**src/hdl/clcb_defs.svh**
```systemverilog
// register map, field positions and reset values of the closed-loop config bank
`ifndef CLCB_DEFS_SVH
`define CLCB_DEFS_SVH

// ----------------------------------------------------------------------------
// register indices and byte addresses
// ----------------------------------------------------------------------------
`define CLCB_IDX_PULSE 8'h88
`define CLCB_IDX_STOP 8'h8A
`define CLCB_IDX_CGAIN 8'h8C
`define CLCB_IDX_SGAIN 8'h8E
`define CLCB_IDX_STATUS 8'h90
`define CLCB_ADDR_PULSE 12'h220
`define CLCB_ADDR_STOP 12'h228
`define CLCB_ADDR_CGAIN 12'h230
`define CLCB_ADDR_SGAIN 12'h238
`define CLCB_ADDR_STATUS 12'h240

// ----------------------------------------------------------------------------
// reset values and writable masks
// ----------------------------------------------------------------------------
`define CLCB_RST_PULSE 32'h00000000
`define CLCB_RST_STOP 32'h00000000
`define CLCB_RST_CGAIN 32'h00000000
`define CLCB_RST_SGAIN 32'h00000000
`define CLCB_MASK_PULSE 32'h00000FFE
`define CLCB_MASK_STOP 32'h7FFFFFFF
`define CLCB_MASK_CGAIN 32'h7FFFFFFF
`define CLCB_MASK_SGAIN 32'h7FFFFFFF

// ----------------------------------------------------------------------------
// field positions
// ----------------------------------------------------------------------------
`define CLCB_DIV_MSB 11
`define CLCB_DIV_LSB 8
`define CLCB_PMODE_BIT 7
`define CLCB_THR_MSB 6
`define CLCB_THR_LSB 4
`define CLCB_SURGE_BIT 3
`define CLCB_DTC_BIT 2
`define CLCB_SPDDIS_BIT 1
`define CLCB_STOP_MSB 30
`define CLCB_STOP_LSB 28
`define CLCB_BRK_MSB 27
`define CLCB_BRK_LSB 24
`define CLCB_SPIN_MSB 23
`define CLCB_SPIN_LSB 20
`define CLCB_CLAMP_MSB 19
`define CLCB_CLAMP_LSB 16
`define CLCB_RES_MSB 15
`define CLCB_RES_LSB 8
`define CLCB_IND_MSB 7
`define CLCB_IND_LSB 0
`define CLCB_KE_MSB 30
`define CLCB_KE_LSB 23
`define CLCB_CKP_MSB 22
`define CLCB_CKP_LSB 13
`define CLCB_CKI_MSB 12
`define CLCB_CKI_LSB 3
`define CLCB_SKPH_MSB 2
`define CLCB_SKPH_LSB 0
`define CLCB_SKPL_MSB 30
`define CLCB_SKPL_LSB 24
`define CLCB_SKI_MSB 23
`define CLCB_SKI_LSB 14
`define CLCB_MAXS_MSB 13
`define CLCB_MAXS_LSB 0

// ----------------------------------------------------------------------------
// stop method codes
// ----------------------------------------------------------------------------
`define CLCB_STOP_HIZ 3'h0
`define CLCB_STOP_LSBRAKE 3'h2
`define CLCB_STOP_SPIN 3'h4

`endif

```
**src/hdl/clcb_pkg.sv**
```systemverilog
// types shared by the closed-loop config bank
package clcb_pkg;

  // --------------------------------------------------------------------------
  // raw configuration fields
  // --------------------------------------------------------------------------
  typedef struct packed {
    logic [3:0] speed_pulse_divider;
    logic speed_pulse_mode;
    logic [2:0] pulse_backemf_threshold;
    logic surge_guard_enable;
    logic deadtime_comp_enable;
    logic speed_regulator_disable;
    logic [2:0] stop_method;
    logic [3:0] stop_clamp_duration;
    logic [3:0] spin_down_speed_limit;
    logic [3:0] clamp_speed_limit;
    logic [7:0] phase_resistance_code;
    logic [7:0] phase_inductance_code;
    logic [7:0] backemf_constant_code;
    logic [9:0] current_prop_gain;
    logic [9:0] current_integral_gain;
    logic [9:0] speed_prop_gain;
    logic [9:0] speed_integral_gain;
    logic [13:0] max_speed;
  } clcb_cfg_s;

  // --------------------------------------------------------------------------
  // decoded settings
  // --------------------------------------------------------------------------
  typedef struct packed {
    logic [3:0] div_ratio;
    logic [4:0] back_emf_thr_mv;
    logic thr_reserved;
    logic stop_reserved;
    logic [13:0] brake_ms;
    logic [9:0] spin_pct_x10;
    logic [9:0] clamp_pct_x10;
    logic current_gain_auto;
    logic speed_loop_run;
  } clcb_dec_s;

endpackage : clcb_pkg

```
**src/hdl/clcb_bank.sv**
```systemverilog
// closed-loop configuration register bank with speed-pulse divider
`timescale 1ns/100ps
`include "clcb_defs.svh"

module clcb_bank
  import clcb_pkg::*;
(
  // clock and reset
  input wire logic CLK,
  input wire logic ARST_N,
  // apb slave
  input wire logic PSEL,
  input wire logic PENABLE,
  input wire logic PWRITE,
  input wire logic [11:0] PADDR,
  input wire logic [31:0] PWDATA,
  input wire logic [3:0] PSTRB,
  output logic [31:0] PRDATA,
  output logic PREADY,
  output logic PSLVERR,
  // motor-side inputs from the control core
  input wire logic MOTOR_DRIVEN,
  input wire logic RAW_PULSE,
  input wire logic [7:0] BACK_EMF_MV,
  // settings and speed pulse
  output clcb_cfg_s CFG,
  output clcb_dec_s DEC,
  output logic SPEED_PULSE_OUT
);

  // --------------------------------------------------------------------------
  // storage
  // --------------------------------------------------------------------------
  logic [31:0] reg_pulse;
  logic [31:0] reg_stop;
  logic [31:0] reg_cgain;
  logic [31:0] reg_sgain;
  logic [3:0] pulse_cnt;
  logic raw_q;
  logic expired;
  logic pulse_active;
  logic back_emf_below;
  logic wr_access;
  logic [31:0] status_word;

  // --------------------------------------------------------------------------
  // helpers
  // --------------------------------------------------------------------------
  function automatic logic [31:0] merge(input logic [31:0] old, input logic [31:0] wd,
                                        input logic [3:0] strb, input logic [31:0] mask);
    logic [31:0] res;
    res = old;
    for (int i = 0; i < 4; i++) begin
      if (strb[i]) begin
        res[i*8 +: 8] = wd[i*8 +: 8];
      end
    end
    return res & mask;
  endfunction : merge

  function automatic logic addr_hit(input logic [11:0] a);
    return (a == `CLCB_ADDR_PULSE) || (a == `CLCB_ADDR_STOP) || (a == `CLCB_ADDR_CGAIN) ||
           (a == `CLCB_ADDR_SGAIN) || (a == `CLCB_ADDR_STATUS);
  endfunction : addr_hit

  // percent of max speed in tenths, shared by spin-down and clamp limits
  function automatic logic [9:0] pct_x10(input logic [3:0] c);
    logic [9:0] p;
    p = 10'h000;
    unique case (c)
      4'h0: p = 10'h3E8;
      4'h1: p = 10'h384;
      4'h2: p = 10'h320;
      4'h3: p = 10'h2BC;
      4'h4: p = 10'h258;
      4'h5: p = 10'h1F4;
      4'h6: p = 10'h1C2;
      4'h7: p = 10'h190;
      4'h8: p = 10'h15E;
      4'h9: p = 10'h12C;
      4'hA: p = 10'h0FA;
      4'hB: p = 10'h0C8;
      4'hC: p = 10'h096;
      4'hD: p = 10'h064;
      4'hE: p = 10'h032;
      4'hF: p = 10'h019;
    endcase
    return p;
  endfunction : pct_x10

  // --------------------------------------------------------------------------
  // apb slave: zero wait states, read data captured in the setup cycle
  // --------------------------------------------------------------------------
  assign PREADY = 1'b1;
  assign PSLVERR = PSEL && PENABLE && !addr_hit(PADDR);
  assign wr_access = PSEL && PENABLE && PWRITE;

  always_ff @(posedge CLK or negedge ARST_N) begin
    if (!ARST_N) begin
      PRDATA <= 32'h00000000;
    end else if (PSEL && !PENABLE && !PWRITE) begin
      unique case (PADDR)
        `CLCB_ADDR_PULSE: PRDATA <= reg_pulse & `CLCB_MASK_PULSE;
        `CLCB_ADDR_STOP: PRDATA <= reg_stop & `CLCB_MASK_STOP;
        `CLCB_ADDR_CGAIN: PRDATA <= reg_cgain & `CLCB_MASK_CGAIN;
        `CLCB_ADDR_SGAIN: PRDATA <= reg_sgain & `CLCB_MASK_SGAIN;
        `CLCB_ADDR_STATUS: PRDATA <= status_word;
        default: PRDATA <= 32'h00000000;
      endcase
    end
  end

  // writes land only in the access cycle; masks drop reserved bits
  always_ff @(posedge CLK or negedge ARST_N) begin
    if (!ARST_N) begin
      reg_pulse <= `CLCB_RST_PULSE;
      reg_stop <= `CLCB_RST_STOP;
      reg_cgain <= `CLCB_RST_CGAIN;
      reg_sgain <= `CLCB_RST_SGAIN;
    end else if (wr_access) begin
      if (PADDR == `CLCB_ADDR_PULSE) begin
        reg_pulse <= merge(reg_pulse, PWDATA, PSTRB, `CLCB_MASK_PULSE);
      end
      if (PADDR == `CLCB_ADDR_STOP) begin
        reg_stop <= merge(reg_stop, PWDATA, PSTRB, `CLCB_MASK_STOP);
      end
      if (PADDR == `CLCB_ADDR_CGAIN) begin
        reg_cgain <= merge(reg_cgain, PWDATA, PSTRB, `CLCB_MASK_CGAIN);
      end
      if (PADDR == `CLCB_ADDR_SGAIN) begin
        reg_sgain <= merge(reg_sgain, PWDATA, PSTRB, `CLCB_MASK_SGAIN);
      end
    end
  end

  // --------------------------------------------------------------------------
  // raw field view
  // --------------------------------------------------------------------------
  assign CFG.speed_pulse_divider = reg_pulse[`CLCB_DIV_MSB:`CLCB_DIV_LSB];
  assign CFG.speed_pulse_mode = reg_pulse[`CLCB_PMODE_BIT];
  assign CFG.pulse_backemf_threshold = reg_pulse[`CLCB_THR_MSB:`CLCB_THR_LSB];
  assign CFG.surge_guard_enable = reg_pulse[`CLCB_SURGE_BIT];
  assign CFG.deadtime_comp_enable = reg_pulse[`CLCB_DTC_BIT];
  assign CFG.speed_regulator_disable = reg_pulse[`CLCB_SPDDIS_BIT];
  assign CFG.stop_method = reg_stop[`CLCB_STOP_MSB:`CLCB_STOP_LSB];
  assign CFG.stop_clamp_duration = reg_stop[`CLCB_BRK_MSB:`CLCB_BRK_LSB];
  assign CFG.spin_down_speed_limit = reg_stop[`CLCB_SPIN_MSB:`CLCB_SPIN_LSB];
  assign CFG.clamp_speed_limit = reg_stop[`CLCB_CLAMP_MSB:`CLCB_CLAMP_LSB];
  assign CFG.phase_resistance_code = reg_stop[`CLCB_RES_MSB:`CLCB_RES_LSB];
  assign CFG.phase_inductance_code = reg_stop[`CLCB_IND_MSB:`CLCB_IND_LSB];
  assign CFG.backemf_constant_code = reg_cgain[`CLCB_KE_MSB:`CLCB_KE_LSB];
  assign CFG.current_prop_gain = reg_cgain[`CLCB_CKP_MSB:`CLCB_CKP_LSB];
  assign CFG.current_integral_gain = reg_cgain[`CLCB_CKI_MSB:`CLCB_CKI_LSB];
  // the speed gain straddles two registers: high bits first
  assign CFG.speed_prop_gain = {reg_cgain[`CLCB_SKPH_MSB:`CLCB_SKPH_LSB],
                                reg_sgain[`CLCB_SKPL_MSB:`CLCB_SKPL_LSB]};
  assign CFG.speed_integral_gain = reg_sgain[`CLCB_SKI_MSB:`CLCB_SKI_LSB];
  assign CFG.max_speed = reg_sgain[`CLCB_MAXS_MSB:`CLCB_MAXS_LSB];

  // --------------------------------------------------------------------------
  // decoded settings, registered one cycle behind the fields
  // --------------------------------------------------------------------------
  always_ff @(posedge CLK or negedge ARST_N) begin
    if (!ARST_N) begin
      DEC <= '0;
    end else begin
      DEC.div_ratio <= (CFG.speed_pulse_divider < 4'h2) ? 4'h1 : CFG.speed_pulse_divider;
      // reserved threshold codes are undefined; they fall back to the widest window
      unique case (CFG.pulse_backemf_threshold)
        3'h0: DEC.back_emf_thr_mv <= 5'h01;
        3'h1: DEC.back_emf_thr_mv <= 5'h02;
        3'h2: DEC.back_emf_thr_mv <= 5'h05;
        3'h3: DEC.back_emf_thr_mv <= 5'h0A;
        3'h4: DEC.back_emf_thr_mv <= 5'h14;
        default: DEC.back_emf_thr_mv <= 5'h1E;
      endcase
      DEC.thr_reserved <= CFG.pulse_backemf_threshold > 3'h5;
      DEC.stop_reserved <= (CFG.stop_method != `CLCB_STOP_HIZ) &&
                           (CFG.stop_method != `CLCB_STOP_LSBRAKE) &&
                           (CFG.stop_method != `CLCB_STOP_SPIN);
      unique case (CFG.stop_clamp_duration)
        4'h5: DEC.brake_ms <= 14'h0005;
        4'h6: DEC.brake_ms <= 14'h000A;
        4'h7: DEC.brake_ms <= 14'h0032;
        4'h8: DEC.brake_ms <= 14'h0064;
        4'h9: DEC.brake_ms <= 14'h00FA;
        4'hA: DEC.brake_ms <= 14'h01F4;
        4'hB: DEC.brake_ms <= 14'h03E8;
        4'hC: DEC.brake_ms <= 14'h09C4;
        4'hD: DEC.brake_ms <= 14'h1388;
        4'hE: DEC.brake_ms <= 14'h2710;
        4'hF: DEC.brake_ms <= 14'h3A98;
        default: DEC.brake_ms <= 14'h0001;
      endcase
      DEC.spin_pct_x10 <= pct_x10(CFG.spin_down_speed_limit);
      DEC.clamp_pct_x10 <= pct_x10(CFG.clamp_speed_limit);
      DEC.current_gain_auto <= CFG.current_prop_gain == 10'h000;
      DEC.speed_loop_run <= !CFG.speed_regulator_disable;
    end
  end

  // --------------------------------------------------------------------------
  // speed pulse output
  // --------------------------------------------------------------------------
  assign back_emf_below = BACK_EMF_MV < {3'h0, DEC.back_emf_thr_mv};
  assign pulse_active = MOTOR_DRIVEN && !(CFG.speed_pulse_mode && expired);

  // in pulse mode 1, once back-EMF has fallen the output stays off until the drive restarts
  always_ff @(posedge CLK or negedge ARST_N) begin
    if (!ARST_N) begin
      expired <= 1'b0;
    end else if (!MOTOR_DRIVEN) begin
      expired <= 1'b0;
    end else if (CFG.speed_pulse_mode && back_emf_below) begin
      expired <= 1'b1;
    end
  end

  // each raw edge counts; divide-by-one reproduces the raw wave
  always_ff @(posedge CLK or negedge ARST_N) begin
    if (!ARST_N) begin
      raw_q <= 1'b0;
      pulse_cnt <= 4'h0;
      SPEED_PULSE_OUT <= 1'b0;
    end else begin
      raw_q <= RAW_PULSE;
      if (!pulse_active) begin
        pulse_cnt <= 4'h0;
        SPEED_PULSE_OUT <= 1'b0;
      end else if (RAW_PULSE ^ raw_q) begin
        if (pulse_cnt >= DEC.div_ratio - 4'h1) begin
          pulse_cnt <= 4'h0;
          SPEED_PULSE_OUT <= !SPEED_PULSE_OUT;
        end else begin
          pulse_cnt <= pulse_cnt + 4'h1;
        end
      end
    end
  end

  assign status_word = {27'h0000000, DEC.stop_reserved, DEC.thr_reserved, expired,
                        pulse_active, SPEED_PULSE_OUT};
endmodule : clcb_bank

```
**config.mk**
```make
export PLATFORM = sky130hd
export DESIGN_NAME = clcb_bank
export DESIGN_NICKNAME = d
export VERILOG_FILES = /design/src/hdl/clcb_pkg.sv /design/src/hdl/clcb_bank.sv
export VERILOG_INCLUDE_DIRS = /design/src /design/src/hdl
export SDC_FILE = /design/constraint.sdc
export NUM_CORES = 1
export LEC_CHECK = 0
export ABC_AREA = 1
export ABC_CLOCK_PERIOD_IN_PS = 4600
export BUFFER_PORTS_ARGS = -buffer_cell sky130_fd_sc_hd__buf_2
export CORE_MARGIN = 2
export CORE_UTILIZATION = 40
export CTS_CLUSTER_DIAMETER = 50
export DETAILED_ROUTE_END_ITERATION = 12
export GPL_TIMING_DRIVEN = 0
export PLACE_DENSITY_LB_ADDON = 0.12
export REMOVE_ABC_BUFFERS = 1
export SKIP_CTS_REPAIR_TIMING = 1
export SYNTH_ARGS = -nofsm -noshare
export SYNTH_HDL_FRONTEND = slang
export SYNTH_SLANG_ARGS = --single-unit
```
**constraint.sdc**
```tcl
create_clock -name CLK -period 4.6 [get_ports CLK]
set_input_delay 0.92 -clock CLK [delete_from_list [all_inputs] [get_ports CLK]]
set_output_delay 0.92 -clock CLK [all_outputs]
set_load 0.02 [all_outputs]
```
==> out/qor.csv <==
metric,value,unit
synthesized area,8520,um^2
CTS root buffer,sky130_fd_sc_hd__clkbuf_16,
worst-path cell chain,"buf_2, nor2_2, nand2_1, nor3_4, a21oi_1, nor3b_1, buf_2",
ANT nets after route,0,
headroom to the max-slew limit,17.5,%
fraction of final layout cells sized beyond drive strength 1,24.7,%
critical path's top delay family,simple AND/OR/NAND/NOR gates,
peak per-stage delay on the critical path,0.64,ns
Final Wtd Congestion,0.857,
unrepaired setup endpoints after global routing,false,
gr ovfl total,0,
vias per cell,4.84,
highest-delay cell along the critical path,sky130_fd_sc_hd__nor3_4,
critical setup path kind,in -> out,
main area contributors after synthesis,"sky130_fd_sc_hd__dfrtp_1, sky130_fd_sc_hd__nand2_1, sky130_fd_sc_hd__o21ai_0",
"leading cell type in the layout, fill and taps excluded",sky130_fd_sc_hd__nand2_1,
Post-Place Cell Area,10000,um^2
synth unique cells,37,
"Cell Count, Final, Fillers Out",1516,
number of buffers on the longest clock path,2,
GR Util All Layers,22.2,%
total of buffers placed on input and output ports,245,
total count of hold-check failures in the final report,0,
fraction of post-synthesis cell area in the top cell type by area,55.5,%
hold crit path type,in -> async,
leading area contributor after synthesis,sky130_fd_sc_hd__dfrtp_1,
Mapped Avg Cell Area,8.53,um^2
crit start category,input pin,
cell depth of the worst flop-to-flop path,9,
number of levels the H-tree was split into,4,
number of CTS-inserted buffers,17,
later-pin clock latency in the skew report,0.44,ns
vias in the first global route,6818,
clock-pin slew reported for the worst setup and hold paths after clock tree synthesis,0.07,ns
Die Wd,150,um
slew at the pin with the worst max-slew slack,1.24,ns
placed insts,1482,
P per Cell Area,306,nW/um^2
top fanout value on the critical path,12,
Multi-input gate area,3300,um^2
clock tree from TritonCTS,yes,
max capacitance violation total,0,
most frequent cell on the critical path,sky130_fd_sc_hd__buf_2,
synthesized netlist cell count,998,
Setup crit end kind,output port,
run status,"complete, no violations",
final instance area,10600,um^2
total iterations of the first detailed-routing run,5,
number of antenna violations at the first check in global routing,3,
number of filler instances in the final layout,2097,
num ports,249,
Core Region,21000,um^2
Max VDD drop,0.000178,V
layout net count,1319,
mean routed wirelength per cell,16.3,um
area overhead of the layout relative to synthesis,24.3,%
Starting DRT DRC Count,517,
Hold Slack,0.443,ns
vertical extent of the die,150,um
row cnt,53,
overall die area,22500,um^2
"commonest cells after routing, fill and taps aside","sky130_fd_sc_hd__nand2_1, sky130_fd_sc_hd__buf_2, sky130_fd_sc_hd__dfrtp_1",
clock tree skew after final layout,0.0111,ns
initial standard-cell utilization of the core,40.6,%
count of buffering cells on the critical path with inverters included,2,
largest net degree at the start of global routing,105,
final critical delay including setup and external delays,3.42,ns
number of register bits inferred by synthesis,189,
Remaining DRCs,0,
number of setup violations in the final report,0,
total count of max-transition violations in the final report,0,
routed wire length,24.6,mm
first-pass GRT wire length,38.1,mm
maximum clock frequency,293,MHz
vias,7337,
Finished Core Util,50.5,%
leakage power of the design,5.77,nW
sequential fraction of the synthesis area,55.5,%
Register Area,4730,um^2
warnings from Yosys,0,
detailed-placement wirelength estimate,17.6,mm
clock sink count,189,
required time at the worst-slack endpoint,3.68,ns
final worst path period share,74.3,%
Crit path arrival time,2.50,ns
critical path depth in cells,7,
==> state kept, by name (all words and copies together), names as in the netlist <==
| signal | cells |
|---|---|
| reg_sgain | 31 |
| expired | 1 |
| reg_pulse | 11 |
| SPEED_PULSE_OUT | 1 |
| PRDATA | 31 |
| raw_q | 1 |
| reg_cgain | 31 |
| reg_stop | 31 |
| DEC | 47 |
| pulse_cnt | 4 |
==> layer usage <==
metal	share of wire (%)	global-route usage, %	up-vias
met5	0.073	0	-
met4	1.2	5.47	4
met2	45	34.0	217
met1	46	31.6	3438
met3	7.0	5.79	29
li1	-	-	3649
==> cell families after synthesis <==
| kind of cell | Yosys count | synth area share (%) |
|---|---|---|
| other | 2 | 0.0882 |
| AND/OR/NAND/NOR | 488 | 24.1 |
| XOR/XNOR | 5 | 0.514 |
| flip-flops | 189 | 55.5 |
| AO/OA/AOI/OAI | 156 | 9.48 |
| buffers and inverters | 128 | 5.91 |
| adder cells (fa/ha/maj) | 30 | 4.41 |
==> where the power goes <==
part           switching, mW  leakage, nW  internal (mW)
Clock                  0.701        0.270          0.726
Combinational         0.0988         2.96         0.0408
Sequential           0.00430         2.55           1.67
Total                  0.804         5.77           2.43
==> layout make-up <==
type	instances	area share, %
well taps	275	3.25
repair buffers	251	12.5
multi-input cells	681	31.2
inverters	86	3.05
flip-flops and latches	189	44.7
clock inverters	14	1.16
clock buffers	18	4.15
diodes	2	0.0473
==> synthesized netlist by cell type (all sizes together) <==
cell and count:
nand2 327, dfrtp 189, o21ai 132, inv 86
nand3 77, nor2 53, ha 30, clkbuf 28
buf 14, a21oi 13, nand4 11, nor3 10
or2 4, xnor2 3, a21boi 2, conb 2
nor4 2, o22ai 2, o31ai 2, xor2 2
a211oi 1, a21o 1, a22o 1, and2 1
and3b 1, nand3b 1, nor3b 1, o21a 1
o21bai 1
==> worst register-to-register path, cell delays in order, from the launching register on <==
cell and delay, ns:
sky130_fd_sc_hd__dfrtp_1 0.45, sky130_fd_sc_hd__nor3_1 0.26, sky130_fd_sc_hd__xnor2_1 0.15, sky130_fd_sc_hd__ha_1 0.27, sky130_fd_sc_hd__a21oi_1 0.15, sky130_fd_sc_hd__nand4_1 0.16
sky130_fd_sc_hd__nand2_1 0.14, sky130_fd_sc_hd__inv_1 0.07, sky130_fd_sc_hd__nand2_1 0.06, sky130_fd_sc_hd__nand2_1 0.04
==> stage by stage <==
stage                     total power, mW  setup WS (ns)  TNS [ns]
after floorplan                      1.75          0.697         0
after CTS                            3.27           1.19         0
final                                3.24           1.18         0
after global placement               1.84          -3.15   -206.27
after global routing                 3.35           1.09         0
after detailed placement             1.85           1.20         0
==> final timing paths <==
| path | startpoint | endpoint | slack (ns) |
|---|---|---|---|
| min reg2reg | reg_pulse[11] | DEC[46] | 0.47 |
| max in group asynchronous | ARST_N | reg_cgain[17] | 3.20 |
| max reg2reg | DEC[44] | SPEED_PULSE_OUT | 2.74 |
| min | ARST_N | raw_q | 0.44 |
| min in group CLK | reg_pulse[11] | DEC[46] | 0.47 |
| max | PADDR[6] | PSLVERR | 1.18 |
Power figures use the tool's default switching activity.
